### src/common/irq_sleep_pkg.sv
// Package with constants and types for the interrupt and sleep controller.
package irq_sleep_pkg;
  // Source indices; a lower index means a higher priority.
  localparam int SRC_RESET = 0;
  localparam int SRC_NMI = 1;
  localparam int SRC_EXT1 = 2;
  localparam int SRC_EXT2 = 3;
  localparam int SRC_EXT3 = 4;
  localparam int SRC_TIMER = 5;
  localparam int SRC_RX = 6;
  localparam int SRC_TX = 7;
  localparam int SRC_SOFT = 8;
  localparam int SRC_EXT4 = 9;
  localparam int NUM_SRC = 10;
  // Maskable sources sit in bits 0..7 of the mask and flag registers.
  localparam int NUM_MASKABLE = 8;
  localparam int MASK_EXT1 = 0;
  localparam int MASK_EXT2 = 1;
  localparam int MASK_EXT3 = 2;
  localparam int MASK_TIMER = 3;
  localparam int MASK_RX = 4;
  localparam int MASK_TX = 5;
  localparam int MASK_SOFT = 6;
  localparam int MASK_EXT4 = 7;
  // Register offsets on the plain register port.
  localparam logic [3:0] ADDR_MASK = 4'h0;
  localparam logic [3:0] ADDR_FLAG = 4'h1;
  localparam logic [3:0] ADDR_FLAG_SET = 4'h2;
  localparam logic [3:0] ADDR_FLAG_CLR = 4'h3;
  localparam logic [3:0] ADDR_PAGE = 4'h4;
  localparam logic [3:0] ADDR_STATUS = 4'h5;
  localparam logic [3:0] ADDR_EVT = 4'h6;
  localparam logic [3:0] ADDR_EVT_CLR = 4'h7;
  localparam logic [3:0] ADDR_EVT_EN = 4'h8;
  localparam logic [3:0] ADDR_GIE = 4'h9;
  // Reset values.
  localparam logic [15:0] MASK_RESET = 16'h0000;
  localparam logic [4:0] PAGE_RESET = 5'h00;
  // Vector geometry: two words per slot, 2K-word pages.
  localparam int VEC_SLOT_SHIFT = 1;
  localparam int PAGE_SHIFT = 11;
  // Deep sleep wake-up needs a pin active for this many machine cycles.
  localparam int WAKE_CYCLES = 5;
  // Depth of the return address stack.
  localparam int STACK_DEPTH = 8;
  // Number of shadowed CPU registers.
  localparam int NUM_SHADOW = 11;
  // Event bits of the interrupt status register.
  localparam int EVT_TAKEN = 0;
  localparam int EVT_WAKE = 1;
  localparam int EVT_OVF = 2;
  localparam int NUM_EVT = 3;
  // Power states.
  typedef enum logic [3:0] {
    ST_RUN = 4'b0001,
    ST_LIGHT = 4'b0010,
    ST_DEEP = 4'b0100,
    ST_HOLD = 4'b1000
  } power_e;
  // Register port request.
  typedef struct packed {
    logic [3:0] addr;
    logic [15:0] wdata;
    logic wr;
    logic rd;
  } reg_req_s;
  // CPU control strobes.
  typedef struct packed {
    logic instr_done;
    logic call;
    logic ret_plain;
    logic ret_enable;
    logic light_sleep;
    logic deep_sleep;
    logic soft_irq;
  } cpu_ctl_s;
endpackage : irq_sleep_pkg

### src/logic/dsp_interrupt_and_sleep_ctrl.sv
// Interrupt prioritiser, vector, stack, shadow and power-down control.
`timescale 1ns/1ps
`default_nettype none
// Operation
// - Accept four external lines, reset and NMI.
// - Raise serial, timer and software requests.
// - Fixed priority, reset first, line four last.
// - Maskable sources each have a mask bit.
// - Each maskable source has a pending flag.
// - Vectors sit on two-word boundaries.
// - Vector base relocates by 2K-word page pointer.
// - Interrupts wait for multicycle instruction end.
// - Eight-deep hardware stack holds return addresses.
// - Eleven registers shadowed on interrupt service.
// - Return-from-interrupt restores shadowed registers.
// - Bus-takeover low puts core in power-down.
// - Power-down halts the CPU; flags and registers keep updating.
// - Light sleep halts CPU, clock keeps running.
// - Any interrupt ends light sleep.
// - Deep sleep stops core and peripherals.
// - Deep sleep wake needs pin five cycles.
module dsp_interrupt_and_sleep_ctrl #(
  parameter int PC_W = 16,
  parameter int REG_W = 16
) (
  input wire logic clk,
  input wire logic rst,
  input wire logic reset_pin_n,
  input wire logic nmi_n,
  input wire logic ext_request_1_n,
  input wire logic ext_request_2_n,
  input wire logic ext_request_3_n,
  input wire logic ext_request_4_n,
  input wire logic rx_serial_irq,
  input wire logic tx_serial_irq,
  input wire logic timer_irq,
  input wire logic [3:0] soft_numbered_irq,
  input wire logic hold_n,
  input wire irq_sleep_pkg::cpu_ctl_s cpu_ctl,
  input wire logic [PC_W-1:0] pc_in,
  input wire logic [irq_sleep_pkg::NUM_SHADOW-1:0][REG_W-1:0] cpu_regs,
  input wire irq_sleep_pkg::reg_req_s reg_req,
  output logic [15:0] reg_rdata,
  output logic take_irq,
  output logic [PC_W-1:0] vector_addr,
  output logic [PC_W-1:0] return_addr,
  output logic [irq_sleep_pkg::STACK_DEPTH-1:0] stack_level,
  output logic restore,
  output logic [irq_sleep_pkg::NUM_SHADOW-1:0][REG_W-1:0] shadow_regs,
  output logic cpu_halt,
  output logic periph_halt,
  output logic machine_clock_en,
  output logic irq_out
);
  import irq_sleep_pkg::*;

  // Active-high view of the external pins.
  wire logic [5:0] pin_act = {~ext_request_4_n, ~ext_request_3_n,
    ~ext_request_2_n, ~ext_request_1_n, ~nmi_n, ~reset_pin_n};

  // Registers.
  logic [NUM_MASKABLE-1:0] enable_mask_reg;
  logic [NUM_MASKABLE-1:0] pending_flag_reg;
  logic [4:0] vector_page_pointer;
  logic gie;
  logic nmi_pend;
  logic reset_pend;
  logic [NUM_EVT-1:0] evt_status;
  logic [NUM_EVT-1:0] evt_enable;
  power_e pstate;
  logic [2:0] wake_cnt;
  logic [3:0] sp;
  logic [STACK_DEPTH-1:0][PC_W-1:0] stack_mem;
  logic [3:0] soft_vec;
  logic [5:0] pin_prev;

  // Priority encoder used for the chosen source.
  function automatic logic [3:0] pick(input logic [NUM_SRC-1:0] req);
    logic [3:0] r;
    r = 4'hF;
    for (int i = NUM_SRC - 1; i >= 0; i--)
    begin
      if (req[i])
      begin
        r = 4'(i);
      end
    end
    return r;
  endfunction : pick

  // Maskable sources in mask bit order mapped onto priority order.
  wire logic [NUM_MASKABLE-1:0] live = pending_flag_reg & enable_mask_reg;
  wire logic [NUM_SRC-1:0] req_vec = {live[MASK_EXT4], live[MASK_SOFT],
    live[MASK_TX], live[MASK_RX], live[MASK_TIMER], live[MASK_EXT3],
    live[MASK_EXT2], live[MASK_EXT1] & gie, nmi_pend, reset_pend};
  // Global enable gates every maskable source; reset and NMI bypass it.
  wire logic [NUM_SRC-1:0] gated = {req_vec[NUM_SRC-1:2] & {8{gie}},
    req_vec[1:0]};
  wire logic [3:0] winner = pick(gated);
  wire logic any_req = |gated;
  // Service only at an instruction boundary while the CPU runs.
  wire logic can_take = cpu_ctl.instr_done && (pstate == ST_RUN);
  wire logic take = any_req && can_take;
  wire logic [3:0] win_mask = winner - 4'd2;

  // Flag set sources from hardware and from software.
  wire logic sw_set = reg_req.wr && reg_req.addr == ADDR_FLAG_SET;
  wire logic sw_clr = reg_req.wr && reg_req.addr == ADDR_FLAG_CLR;
  // Rising edges of the general lines reach the flags through hw_set.
  wire logic [NUM_MASKABLE-1:0] hw_set = {pin_act[5] & ~pin_prev[5],
    cpu_ctl.soft_irq, tx_serial_irq, rx_serial_irq, timer_irq,
    pin_act[4] & ~pin_prev[4], pin_act[3] & ~pin_prev[3],
    pin_act[2] & ~pin_prev[2]};
  wire logic [NUM_MASKABLE-1:0] take_clr = (take && winner >= 4'd2) ?
    NUM_MASKABLE'(1) << win_mask[2:0] : '0;
  wire logic [NUM_MASKABLE-1:0] next_flag = ((pending_flag_reg
    & ~(sw_clr ? reg_req.wdata[7:0] : 8'h00) & ~take_clr)
    | (sw_set ? reg_req.wdata[7:0] : 8'h00)) | hw_set;

  // Vector address: page base plus two words per source slot.
  wire logic [PC_W-1:0] page_base = PC_W'(vector_page_pointer) << PAGE_SHIFT;
  wire logic [3:0] slot = (winner == SRC_SOFT) ? soft_vec : winner;
  wire logic [PC_W-1:0] next_vector = page_base
    | (PC_W'(slot) << VEC_SLOT_SHIFT);

  // Deep sleep wake needs any pin held for WAKE_CYCLES cycles.
  wire logic wake_deep = (pstate == ST_DEEP) && (|pin_act)
    && (wake_cnt == 3'(WAKE_CYCLES - 1));
  wire logic any_flag = |(pending_flag_reg | hw_set) || nmi_pend
    || reset_pend;
  wire logic push = take || (cpu_ctl.call && pstate == ST_RUN);
  wire logic pop = (cpu_ctl.ret_plain || cpu_ctl.ret_enable)
    && pstate == ST_RUN;
  wire logic ret_irq = pop && !cpu_ctl.call;
  wire logic [NUM_EVT-1:0] evt_set = {push && sp == 4'(STACK_DEPTH),
    wake_deep, take};
  wire logic evt_clr = reg_req.wr && reg_req.addr == ADDR_EVT_CLR;

  // Pin history for edge detection of the general lines.
  always_ff @(posedge clk or posedge rst)
  begin
    if (rst)
      pin_prev <= 6'h3F;
    else if (pstate != ST_DEEP)
      pin_prev <= pin_act;
  end

  // Pending flags; frozen in deep sleep, software set and clear included.
  always_ff @(posedge clk or posedge rst)
  begin
    if (rst)
      pending_flag_reg <= '0;
    else if (pstate != ST_DEEP)
      pending_flag_reg <= next_flag;
  end

  // Reset and NMI latches; set wins over the clear by service.
  always_ff @(posedge clk or posedge rst)
  begin
    if (rst)
    begin
      nmi_pend <= 1'b0;
      reset_pend <= 1'b0;
    end
    else
    begin
      nmi_pend <= (pin_act[1] & ~pin_prev[1])
        | (nmi_pend & ~(take && winner == SRC_NMI));
      reset_pend <= (pin_act[0] & ~pin_prev[0])
        | (reset_pend & ~(take && winner == SRC_RESET));
    end
  end

  // Software registers and global enable.
  always_ff @(posedge clk or posedge rst)
  begin
    if (rst)
    begin
      enable_mask_reg <= MASK_RESET[NUM_MASKABLE-1:0];
      vector_page_pointer <= PAGE_RESET;
      gie <= 1'b0;
      evt_enable <= '0;
      soft_vec <= 4'h0;
    end
    else
    begin
      if (reg_req.wr && reg_req.addr == ADDR_MASK)
        enable_mask_reg <= reg_req.wdata[7:0];
      if (reg_req.wr && reg_req.addr == ADDR_PAGE)
        vector_page_pointer <= reg_req.wdata[4:0];
      if (reg_req.wr && reg_req.addr == ADDR_EVT_EN)
        evt_enable <= reg_req.wdata[NUM_EVT-1:0];
      if (cpu_ctl.soft_irq)
        soft_vec <= soft_numbered_irq;
      // Service blocks maskables; enabling return or software reopens.
      if (take)
        gie <= 1'b0;
      else if (cpu_ctl.ret_enable && pstate == ST_RUN)
        gie <= 1'b1;
      else if (reg_req.wr && reg_req.addr == ADDR_GIE)
        gie <= reg_req.wdata[0];
    end
  end

  // Sticky event bits; a new event wins over a clear.
  always_ff @(posedge clk or posedge rst)
  begin
    if (rst)
      evt_status <= '0;
    else
      evt_status <= (evt_status & ~(evt_clr ? reg_req.wdata[NUM_EVT-1:0]
        : '0)) | evt_set;
  end

  // Power state machine.
  always_ff @(posedge clk or posedge rst)
  begin
    if (rst)
    begin
      pstate <= ST_RUN;
      wake_cnt <= 3'h0;
    end
    else
    begin
      wake_cnt <= ((pstate == ST_DEEP) && (|pin_act) && !wake_deep) ?
        wake_cnt + 3'h1 : 3'h0;
      unique case (pstate)
        ST_RUN:
        begin
          if (!hold_n)
            pstate <= ST_HOLD;
          else if (cpu_ctl.deep_sleep)
            pstate <= ST_DEEP;
          else if (cpu_ctl.light_sleep)
            pstate <= ST_LIGHT;
        end
        ST_LIGHT:
        begin
          if (any_flag)
            pstate <= ST_RUN;
        end
        ST_DEEP:
        begin
          if (wake_deep)
            pstate <= ST_RUN;
        end
        ST_HOLD:
        begin
          if (hold_n)
            pstate <= ST_RUN;
        end
      endcase
    end
  end

  // Return address stack; saturates at eight entries.
  always_ff @(posedge clk or posedge rst)
  begin
    if (rst)
    begin
      sp <= 4'h0;
      stack_mem <= '0;
    end
    else if (push && sp < 4'(STACK_DEPTH))
    begin
      stack_mem[sp[2:0]] <= pc_in;
      sp <= sp + 4'h1;
    end
    else if (pop && !push && sp != 4'h0)
      sp <= sp - 4'h1;
  end

  // Shadow copies taken on service; restore strobe on return.
  always_ff @(posedge clk or posedge rst)
  begin
    if (rst)
    begin
      shadow_regs <= '0;
      restore <= 1'b0;
      take_irq <= 1'b0;
      vector_addr <= '0;
      return_addr <= '0;
    end
    else
    begin
      if (take)
        shadow_regs <= cpu_regs;
      restore <= ret_irq;
      take_irq <= take;
      if (take)
        vector_addr <= next_vector;
      if (pop && sp != 4'h0)
        return_addr <= stack_mem[3'(sp - 4'h1)];
    end
  end

  // Decoded outputs.
  assign cpu_halt = (pstate != ST_RUN);
  assign periph_halt = (pstate == ST_DEEP);
  assign machine_clock_en = (pstate != ST_DEEP);
  assign irq_out = |(evt_status & evt_enable);
  always_comb
  begin
    stack_level = '0;
    for (int i = 0; i < STACK_DEPTH; i++)
      stack_level[i] = (sp > 4'(i));
  end

  // Register read data, one cycle after the strobe.
  wire logic [15:0] rd_mux =
    reg_req.addr == ADDR_MASK ? {8'h00, enable_mask_reg} :
    reg_req.addr == ADDR_FLAG ? {8'h00, pending_flag_reg} :
    reg_req.addr == ADDR_PAGE ? {11'h000, vector_page_pointer} :
    reg_req.addr == ADDR_STATUS ? {8'h00, sp, pstate} :
    reg_req.addr == ADDR_EVT ? {13'h0000, evt_status} :
    reg_req.addr == ADDR_EVT_EN ? {13'h0000, evt_enable} :
    reg_req.addr == ADDR_GIE ? {15'h0000, gie} : 16'h0000;
  always_ff @(posedge clk or posedge rst)
  begin
    if (rst)
      reg_rdata <= 16'h0000;
    else
      reg_rdata <= reg_req.rd ? rd_mux : 16'h0000;
  end
endmodule : dsp_interrupt_and_sleep_ctrl
`default_nettype wire

### config.mk
export PLATFORM = sky130hd
export DESIGN_NAME = dsp_interrupt_and_sleep_ctrl
export DESIGN_NICKNAME = d
export VERILOG_FILES = /design/src/common/irq_sleep_pkg.sv /design/src/logic/dsp_interrupt_and_sleep_ctrl.sv
export SDC_FILE = /design/constraint.sdc
export NUM_CORES = 1
export LEC_CHECK = 0
export ABC_CLOCK_PERIOD_IN_PS = 25200
export BUFFER_PORTS_ARGS = -buffer_cell sky130_fd_sc_hd__buf_2
export CAP_MARGIN = 20
export CORE_UTILIZATION = 40
export CTS_CLUSTER_SIZE = 24
export DETAILED_ROUTE_END_ITERATION = 8
export HOLD_SLACK_MARGIN = 0.02
export PLACE_DENSITY = 0.64
export SYNTH_ARGS = -nofsm -noshare
export SYNTH_HDL_FRONTEND = slang
export SYNTH_SLANG_ARGS = --single-unit
### constraint.sdc
create_clock -name clk -period 25.2 [get_ports clk]
set_input_delay 2.52 -clock clk [delete_from_list [all_inputs] [get_ports clk]]
set_output_delay 2.52 -clock clk [all_outputs]
set_load 0.02 [all_outputs]
After elaboration in Yosys (flattened, before gate mapping)
Index checks and enable logic that the tools add are counted.
Widths: inputs -> output; s select.
Word-level totals
  flip-flop bits (word level): 397
  output and inout port bits: 238
  logic and storage cells: 200
  bits of input ports: 237
Operators by class
  $lt $le $gt $ge: 13
  eq/ne operators: 23
  reduce and logical (&&, ||, !) cells: 42
  bitwise logic cells: 39
  shifts and indexed selects: 1
  add/sub/neg operators: 4
  mux-type cells: 41
Operators by type and width (number)
  $bwmux 128: 1
  $mux 4: 17
  $mux 8: 8
  $bmux 16 s3: 1
  $demux 16 s3: 1
  $and 8x8->8: 4
  $mux 16: 2
  $logic_and 1x1->1: 25
  $or 8x8->8: 3
  $eq 4x3->1 const B: 5
  $eq 4x4->1 const B: 5
  $mux 3: 6
  $gt 4x3->1 const B: 4
  $not 8->8: 2
  $or 16x5->16: 1
  $pmux 4 s4: 1
  $not 1->1: 14
  $eq 4x1->1 const B: 3
  $eq 4x2->1 const B: 3
  $reduce_or 10->1: 1
  $and 1x1->1: 9
  $gt 4x1->1 const B: 2
  $gt 4x2->1 const B: 2
  $logic_not 4->1: 2
  other kinds (29): 41

Longest topological paths before layout
Gate-level depths: netlist of the first run.
  depth in word-level cells: 20
  depth in mapped cells: 9
  depth with buffers taken out: 7

Worst setup path after synthesis of the first run
OpenSTA, ideal clock, no wires.
  path type: register -> output
  start point: reg sp[0]
  end point: out stack_level[6] in the netlist's numbering
  cell stages (with the launch flop): 5
  buffers on the path: 2
  slack: 21.062 ns
  arrival: 1.618 ns
  required time: 22.680 ns
  path through: dfrtp_1 buf_1 buf_1 nand3_1 nand2_1
Between the ends
  word-level cells in the longest chain between the ends: 1
Ends and longest elaborated chain
  start: declaration: line dsp_interrupt_and_sleep_ctrl.sv:72  | logic [3:0] sp;
  start signal: assignment: line dsp_interrupt_and_sleep_ctrl.sv:267  | sp <= sp + 4'h1;
  start signal: assignment: line dsp_interrupt_and_sleep_ctrl.sv:270  | sp <= sp - 4'h1;
  $gt 4x3->1: line dsp_interrupt_and_sleep_ctrl.sv:306  | stack_level[i] = (sp > 4'(i));
  end: declaration: line dsp_interrupt_and_sleep_ctrl.sv:47  | output logic [irq_sleep_pkg::STACK_DEPTH-1:0] stack_level,
Every way passes these cells.

Final worst setup path of the first run
  start point: reg pstate[3]
  end point: out periph_halt
Between the ends
  word-level cells in the longest chain between the ends: 1
Ends and longest elaborated chain
  start: declaration: line dsp_interrupt_and_sleep_ctrl.sv:70  | power_e pstate;
  start signal: assignment: line dsp_interrupt_and_sleep_ctrl.sv:220  | pstate <= ST_RUN;
  start signal: assignment: line dsp_interrupt_and_sleep_ctrl.sv:231  | pstate <= ST_HOLD;
  start signal: assignment: line dsp_interrupt_and_sleep_ctrl.sv:233  | pstate <= ST_DEEP;
  $eq 4x3->1: line dsp_interrupt_and_sleep_ctrl.sv:299  | assign periph_halt = (pstate == ST_DEEP);
  end: declaration: line dsp_interrupt_and_sleep_ctrl.sv:51  | output logic periph_halt,
Every way passes these cells.

==> results.sh, run 1 <==
export IMPL_io_pins=475
export IMPL_netlist_area_um2=16600
export IMPL_slew_violations=0
export IMPL_hold_slack_ps=467.4
export IMPL_ys_flop_type="dfrtp_1"
export IMPL_crit_fanout=21
export IMPL_die_w_um=205.7
export IMPL_initial_core_util_pct=40.64
export IMPL_start_kind="flop"
export IMPL_htree_levels=2
export IMPL_dp_cells=2095
export IMPL_clockBufferDepth=3
export IMPL_dp_hpwl_um=30090
export IMPL_cts_inserted_buffers=43
export IMPL_worst_pin_slew_ps=1082
export IMPL_synth_enable_flop_cells=0
export IMPL_cts_setup_buffers=0
export IMPL_syn_to_final_growth_pct=25.08
export IMPL_max_slew_margin_rel_pct=27.60
export IMPL_setup_violations=0
export IMPL_grt_usage_pct=20.27
export IMPL_drt_iter0_drc=669
export IMPL_ys_seq_elements=390
export IMPL_maxCapViolCount=0
export IMPL_drive_above_1_share_pct=55.95
export IMPL_crit_type="flop to primary output"
export IMPL_rr_worst_depth=6
export IMPL_finalSetupTns_ps=0
export IMPL_std_cell_rows=74
export IMPL_vias_per_cell=5.156
export IMPL_grt_max_degree=115
export IMPL_cts_hold_buffers_added=0
export IMPL_wl_per_cell_um=19.92
export IMPL_worstPathRequired_ps=22680
export IMPL_ys_async_sr_fraction_pct=100.0
export IMPL_largest_reg_flops=176
export IMPL_syn_avg_cell_area_um2=14.34
export IMPL_overflow=0
export IMPL_cts_resized=0
export IMPL_synth_seq_area_share_pct=58.86
export IMPL_whs_path_depth=1
export IMPL_fin_nets=1854
export IMPL_fin_crit_sh_pct=20.30
export IMPL_core_um2=40830
export IMPL_ir_drop_mv=0.06134
export IMPL_cts_root_buf="clkbuf_16"
export IMPL_leakage_nw=9.808
export IMPL_clk_latency_ps=560
export IMPL_ant_nets=0
export IMPL_final_cells=2177
export IMPL_hold_viol=0
export IMPL_grt_pass1_vias=11301
export IMPL_crit_path_end_kind="primary output"
export IMPL_finalCriticalPeriod_ps=5115
export IMPL_die_y_um=205.7
export IMPL_routed_wl_um=43360
export IMPL_clkTransAtPathRegs_ps=60
export IMPL_die_area_um2=42310
export IMPL_clock_sinks=390
export IMPL_first_pass_iters=6
export IMPL_arrival_ps=2600
export IMPL_numPortBuffers=451
export IMPL_fin_skew_ps=17.35
export IMPL_antenna_found_initial=11
export IMPL_p_per_area_nw_per_um2=115.4
export IMPL_vias=11225
export IMPL_status="finished, final reports clean"
export IMPL_syn_inst=1157
export IMPL_synth_cell_types=61
export IMPL_cts_tree="built"
export IMPL_grt_pass1_wl_um=65620
export IMPL_fmax_mhz=195.5
export IMPL_min_path_type="flop to flop"
export IMPL_rsz0062_at_grt="false"
export IMPL_synth_warnings=0
export IMPL_drc=0
export IMPL_regMostFlops="shadow_regs"
export IMPL_largestRegisters="shadow_regs (176), stack_mem (128), return_addr (16)"
export IMPL_gp_congestion=0.8658
[cell usage after synthesis, types with 5 or more instances]
master	instances	area, um2
mux2i_1	20	200.2
nor3_1	9	45.04
o211ai_1	5	37.54
o21ai_0	24	120.1
inv_1	16	60.06
nor2_1	54	202.7
a22oi_1	9	67.56
a21oi_1	40	200.2
nor2b_1	10	62.56
mux2_2	332	3739
nand3_1	8	40.04
buf_2	26	130.1
dfstp_2	7	183.9
buf_4	17	127.6
nand2_1	53	198.9
buf_1	5	18.77
nor4_1	7	43.79
clkbuf_1	17	63.81
dfrtp_1	383	9584
ha_1	6	75.07
mux4_2	32	720.7
[power by group]
group	switching [W]	internal, W
clock	0.000245	0.000358
sequential	0.000103	0.000818
combinational	0.000510	0.000361
total	0.000858	0.00154
[cells in the final DEF (no fill, tap or decap), types with 5 or more instances in the layout]
master / synthesis / layout
buf_2: 26 / 451
dfrtp_1: 383 / 382
mux2_2: 332 / 332
nor2_1: 54 / 54
nand2_1: 53 / 53
clkbuf_16: 0 / 45
a21oi_1: 40 / 39
mux4_2: 32 / 32
o21ai_0: 24 / 24
mux2i_1: 20 / 20
inv_1: 16 / 15
conb_1: 1 / 15
clkbuf_1: 17 / 11
nor2b_1: 10 / 10
buf_4: 17 / 10
a22oi_1: 9 / 9
nor3_1: 9 / 9
nand3_1: 8 / 8
clkbuf_8: 0 / 8
nor4_1: 7 / 7
clkinv_2: 0 / 7
dfstp_2: 7 / 7
diode_2: 0 / 6
o211ai_1: 5 / 5
ha_1: 6 / 5
[path summary, 6_finish.rpt]
kind / startpoint / endpoint / slack (ps)
setup / recovery: pstate[3] / periph_halt / 20090
hold / removal: wake_cnt[0] / wake_cnt[0] / 470
setup reg to reg: pstate[1] / shadow_regs[100] / 21260
hold reg to reg: wake_cnt[0] / wake_cnt[0] / 470
max in group asynchronous: rst / shadow_regs[4] / 20780
min in group asynchronous: rst / shadow_regs[128] / 2120
[cell families after synthesis]
| group | synth area share, % |
|---|---|
| xor+xnor | 0.3166 |
| other cells | 0.02260 |
| fa+ha+maj | 0.4523 |
| compound gates | 4.373 |
| flops | 58.86 |
| buf+inv | 2.729 |
| mux | 28.08 |
| simple gates | 5.172 |
[critical path, stage by stage, from the launching register on]
cell      delay [ps]
dfrtp_1          450
nor2_1           220
nand3b_1         580
inv_1            540
buf_2            260
[per-stage QoR]
step / power, W / setup WS (ps) / util (%) / cell area (um2)
finish: 0.002396 / 20090 / 50.84 / 20760
global route: 0.002532 / 19840 / 50.83 / 20760
CTS: 0.002431 / 20080 / 50.66 / 20690
detailed placement: 0.001814 / 19720 / 47.36 / 19340
global placement: 0.001793 / 19730 / 47.36 / 19340
floorplan: 0.001501 / 11850 / - / 16650
[per-layer routing]
metal / GRT usage [%] / up-vias / share of wire [%]
met5: 0 / - / 0.17
met4: 6.138 / 10 / 2.4
met3: 6.193 / 77 / 7.8
met2: 34.11 / 367 / 50
met1: 24.88 / 5684 / 39
li1: - / 5087 / -
[final cells by class]
type | instances | area [um2]
fillers | 3523 | 20070
flip-flops and latches | 390 | 9769
multi-input cells | 694 | 6489
repair buffers | 464 | 2390
clock buffers | 64 | 1277
well taps | 532 | 665.6
inverters | 18 | 80.08
clock inverters | 9 | 72.57
diodes | 6 | 15.01
Note: power is estimated with default switching activity, not from simulation.
==> inputs of run 2 (changes only) <==
--- a/config.mk
+++ b/config.mk
@@ -5,14 +5,14 @@
 export SDC_FILE = /design/constraint.sdc
 export NUM_CORES = 1
 export LEC_CHECK = 0
-export ABC_CLOCK_PERIOD_IN_PS = 25200
+export ABC_CLOCK_PERIOD_IN_PS = 4700
 export BUFFER_PORTS_ARGS = -buffer_cell sky130_fd_sc_hd__buf_2
 export CAP_MARGIN = 20
 export CORE_UTILIZATION = 40
 export CTS_CLUSTER_SIZE = 24
 export DETAILED_ROUTE_END_ITERATION = 8
 export HOLD_SLACK_MARGIN = 0.02
-export PLACE_DENSITY = 0.64
+export PLACE_DENSITY = 0.67
 export SYNTH_ARGS = -nofsm -noshare
 export SYNTH_HDL_FRONTEND = slang
 export SYNTH_SLANG_ARGS = --single-unit
==> constraint.sdc (replaced) <==
create_clock -name clk -period 4.7 [get_ports clk]
set_input_delay 0.47 -clock clk [delete_from_list [all_inputs] [get_ports clk]]
set_output_delay 0.47 -clock clk [all_outputs]
set_load 0.02 [all_outputs]
==> run 2 against run 1 <==
Against the previous run: design area up 0.66%; core utilization up 0.34 points; global-route usage down 0.18 points; sequential power rose to 5.4 times the previous value; flip-flop and latch count unchanged; combinational power rose to 5.3 times the previous value; via count about the same; critical path depth up 2; first-iteration DRC count down 6.7%; clock-buffer cell count down 2; cell count up 0.32%; sequential share of layout area down 0.31 points; largest power group unchanged.
==> results.sh, run 2 (synthesis results as in run 1) <==
export IMPL_first_pass_iters=5
export IMPL_ant_nets=0
export IMPL_min_path_type="primary input to asynchronous set/reset pin"
export IMPL_core_um2=40830
export IMPL_ir_drop_mv=0.4347
export IMPL_final_cells=2184
export IMPL_drc=0
export IMPL_p_per_area_nw_per_um2=627.6
export IMPL_grt_pass1_wl_um=64920
export IMPL_io_pins=475
export IMPL_cts_root_buf="clkbuf_16"
export IMPL_cts_tree="built"
export IMPL_initial_core_util_pct=40.64
export IMPL_maxCapViolCount=0
export IMPL_grt_max_degree=139
export IMPL_grt_usage_pct=20.09
export IMPL_gp_congestion=0.8817
export IMPL_setup_violations=0
export IMPL_wl_per_cell_um=19.75
export IMPL_cts_hold_buffers_added=0
export IMPL_arrival_ps=3840
export IMPL_largest_reg_flops=176
export IMPL_vias=11235
export IMPL_fin_crit_sh_pct=72.65
export IMPL_hold_slack_ps=66.25
export IMPL_hold_viol=0
export IMPL_htree_levels=2
export IMPL_fin_nets=1853
export IMPL_cts_resized=0
export IMPL_regMostFlops="shadow_regs"
export IMPL_clkTransAtPathRegs_ps=60
export IMPL_clockBufferDepth=3
export IMPL_fin_skew_ps=28.47
export IMPL_crit_fanout=79
export IMPL_status="finished, final reports clean"
export IMPL_dp_cells=2096
export IMPL_drive_above_1_share_pct=56.10
export IMPL_clk_latency_ps=570
export IMPL_std_cell_rows=74
export IMPL_dp_hpwl_um=30620
export IMPL_fmax_mhz=292.8
export IMPL_slew_violations=0
export IMPL_syn_to_final_growth_pct=25.91
export IMPL_rsz0062_at_grt="false"
export IMPL_power_w=0.01311
export IMPL_antenna_found_initial=18
export IMPL_cts_setup_buffers=0
export IMPL_numPortBuffers=451
export IMPL_start_kind="flop"
export IMPL_leakage_nw=9.858
export IMPL_worst_pin_slew_ps=1121
export IMPL_fillCellCount=3513
export IMPL_final_common_cell="buf_2"
export IMPL_finalCriticalPeriod_ps=3415
export IMPL_routed_wl_um=43130
export IMPL_clock_sinks=390
export IMPL_cts_inserted_buffers=43
export IMPL_die_w_um=205.7
export IMPL_max_slew_margin_rel_pct=25.05
export IMPL_drt_iter0_drc=624
export IMPL_largestRegisters="shadow_regs (176), stack_mem (128), return_addr (16)"
export IMPL_die_area_um2=42310
export IMPL_crit_type="flop to flop"
export IMPL_vias_per_cell=5.144
export IMPL_mostFrequentLayoutCells="buf_2, dfrtp_1, mux2_2, nor2_1, nand2_1"
export IMPL_die_y_um=205.7
export IMPL_worstPathRequired_ps=5120
export IMPL_grt_pass1_vias=11222
export IMPL_crit_path_end_kind="flop"
export IMPL_overflow=0
-- run 2: cell types whose count changed in the layout (fill, tap and decap cells not counted), sizes merged --
cell	change
buf	-1
bufinv	+4
clkbuf	-2
clkinv	-1
diode	+6
inv	+1
-- run 2: worst paths after layout --
path | start | endpoint | slack [ps] | depth (start not counted)
min | rst | shadow_regs[11] | 70 | 2
max in group asynchronous | rst | shadow_regs[100] | 3390 | 3
min in group clk | ext_request_1_n | pin_prev[2] | 70 | 2
max | pstate[0] | shadow_regs[112] | 1290 | 6
min reg2reg | wake_cnt[0] | wake_cnt[0] | 480 | 1
max reg2reg | pstate[0] | shadow_regs[112] | 1290 | 6
-- run 2: layout make-up --
class	count	area, um2	area share, %
Tap cell	532	665.6	3.185
Clock inverter	13	211.5	1.012
Clock buffer	62	1259	6.024
Multi-Input combinational cell	694	6480	31.01
Antenna cell	12	30.03	0.1437
Sequential cell	390	9769	46.75
Inverter	18	76.32	0.3652
Timing Repair Buffer	463	2405	11.51
-- run 2: where the power goes --
group | switching, W | total, W | internal [W]
sequential | 0.000597 | 0.00498 | 0.00439
clock | 0.00135 | 0.00349 | 0.00214
combinational | 0.00270 | 0.00464 | 0.00194
-- run 2: critical path: stages (launching register included) --
cell	delay, ps
dfstp_2	580
nor4b_4	440
and2_0	400
o21ai_2	250
inv_6	550
buf_4	530
mux2_2	400
-- run 2: routing by layer --
| metal | vias up | GRT usage (%) | share of wire (%) |
|---|---|---|---|
| li1 | 5088 | - | - |
| met1 | 5702 | 24.13 | 40 |
| met2 | 367 | 34.08 | 50 |
| met3 | 66 | 6.066 | 7.8 |
| met4 | 12 | 6.958 | 2.2 |
| met5 | - | 0 | 0.20 |
-- run 2: metrics by stage --
| stage | setup WS [ps] | TNS [ps] | utilization [%] | area [um2] |
|---|---|---|---|---|
| floorplan | -1010 | -386900 | - | 16650 |
| global placement | 1393 | 0 | 47.44 | 19370 |
| detailed placement | 1348 | 0 | 47.44 | 19370 |
| CTS | 1332 | 0 | 51.04 | 20840 |
| global route | 1106 | 0 | 51.15 | 20880 |
| finish | 1285 | 0 | 51.18 | 20900 |
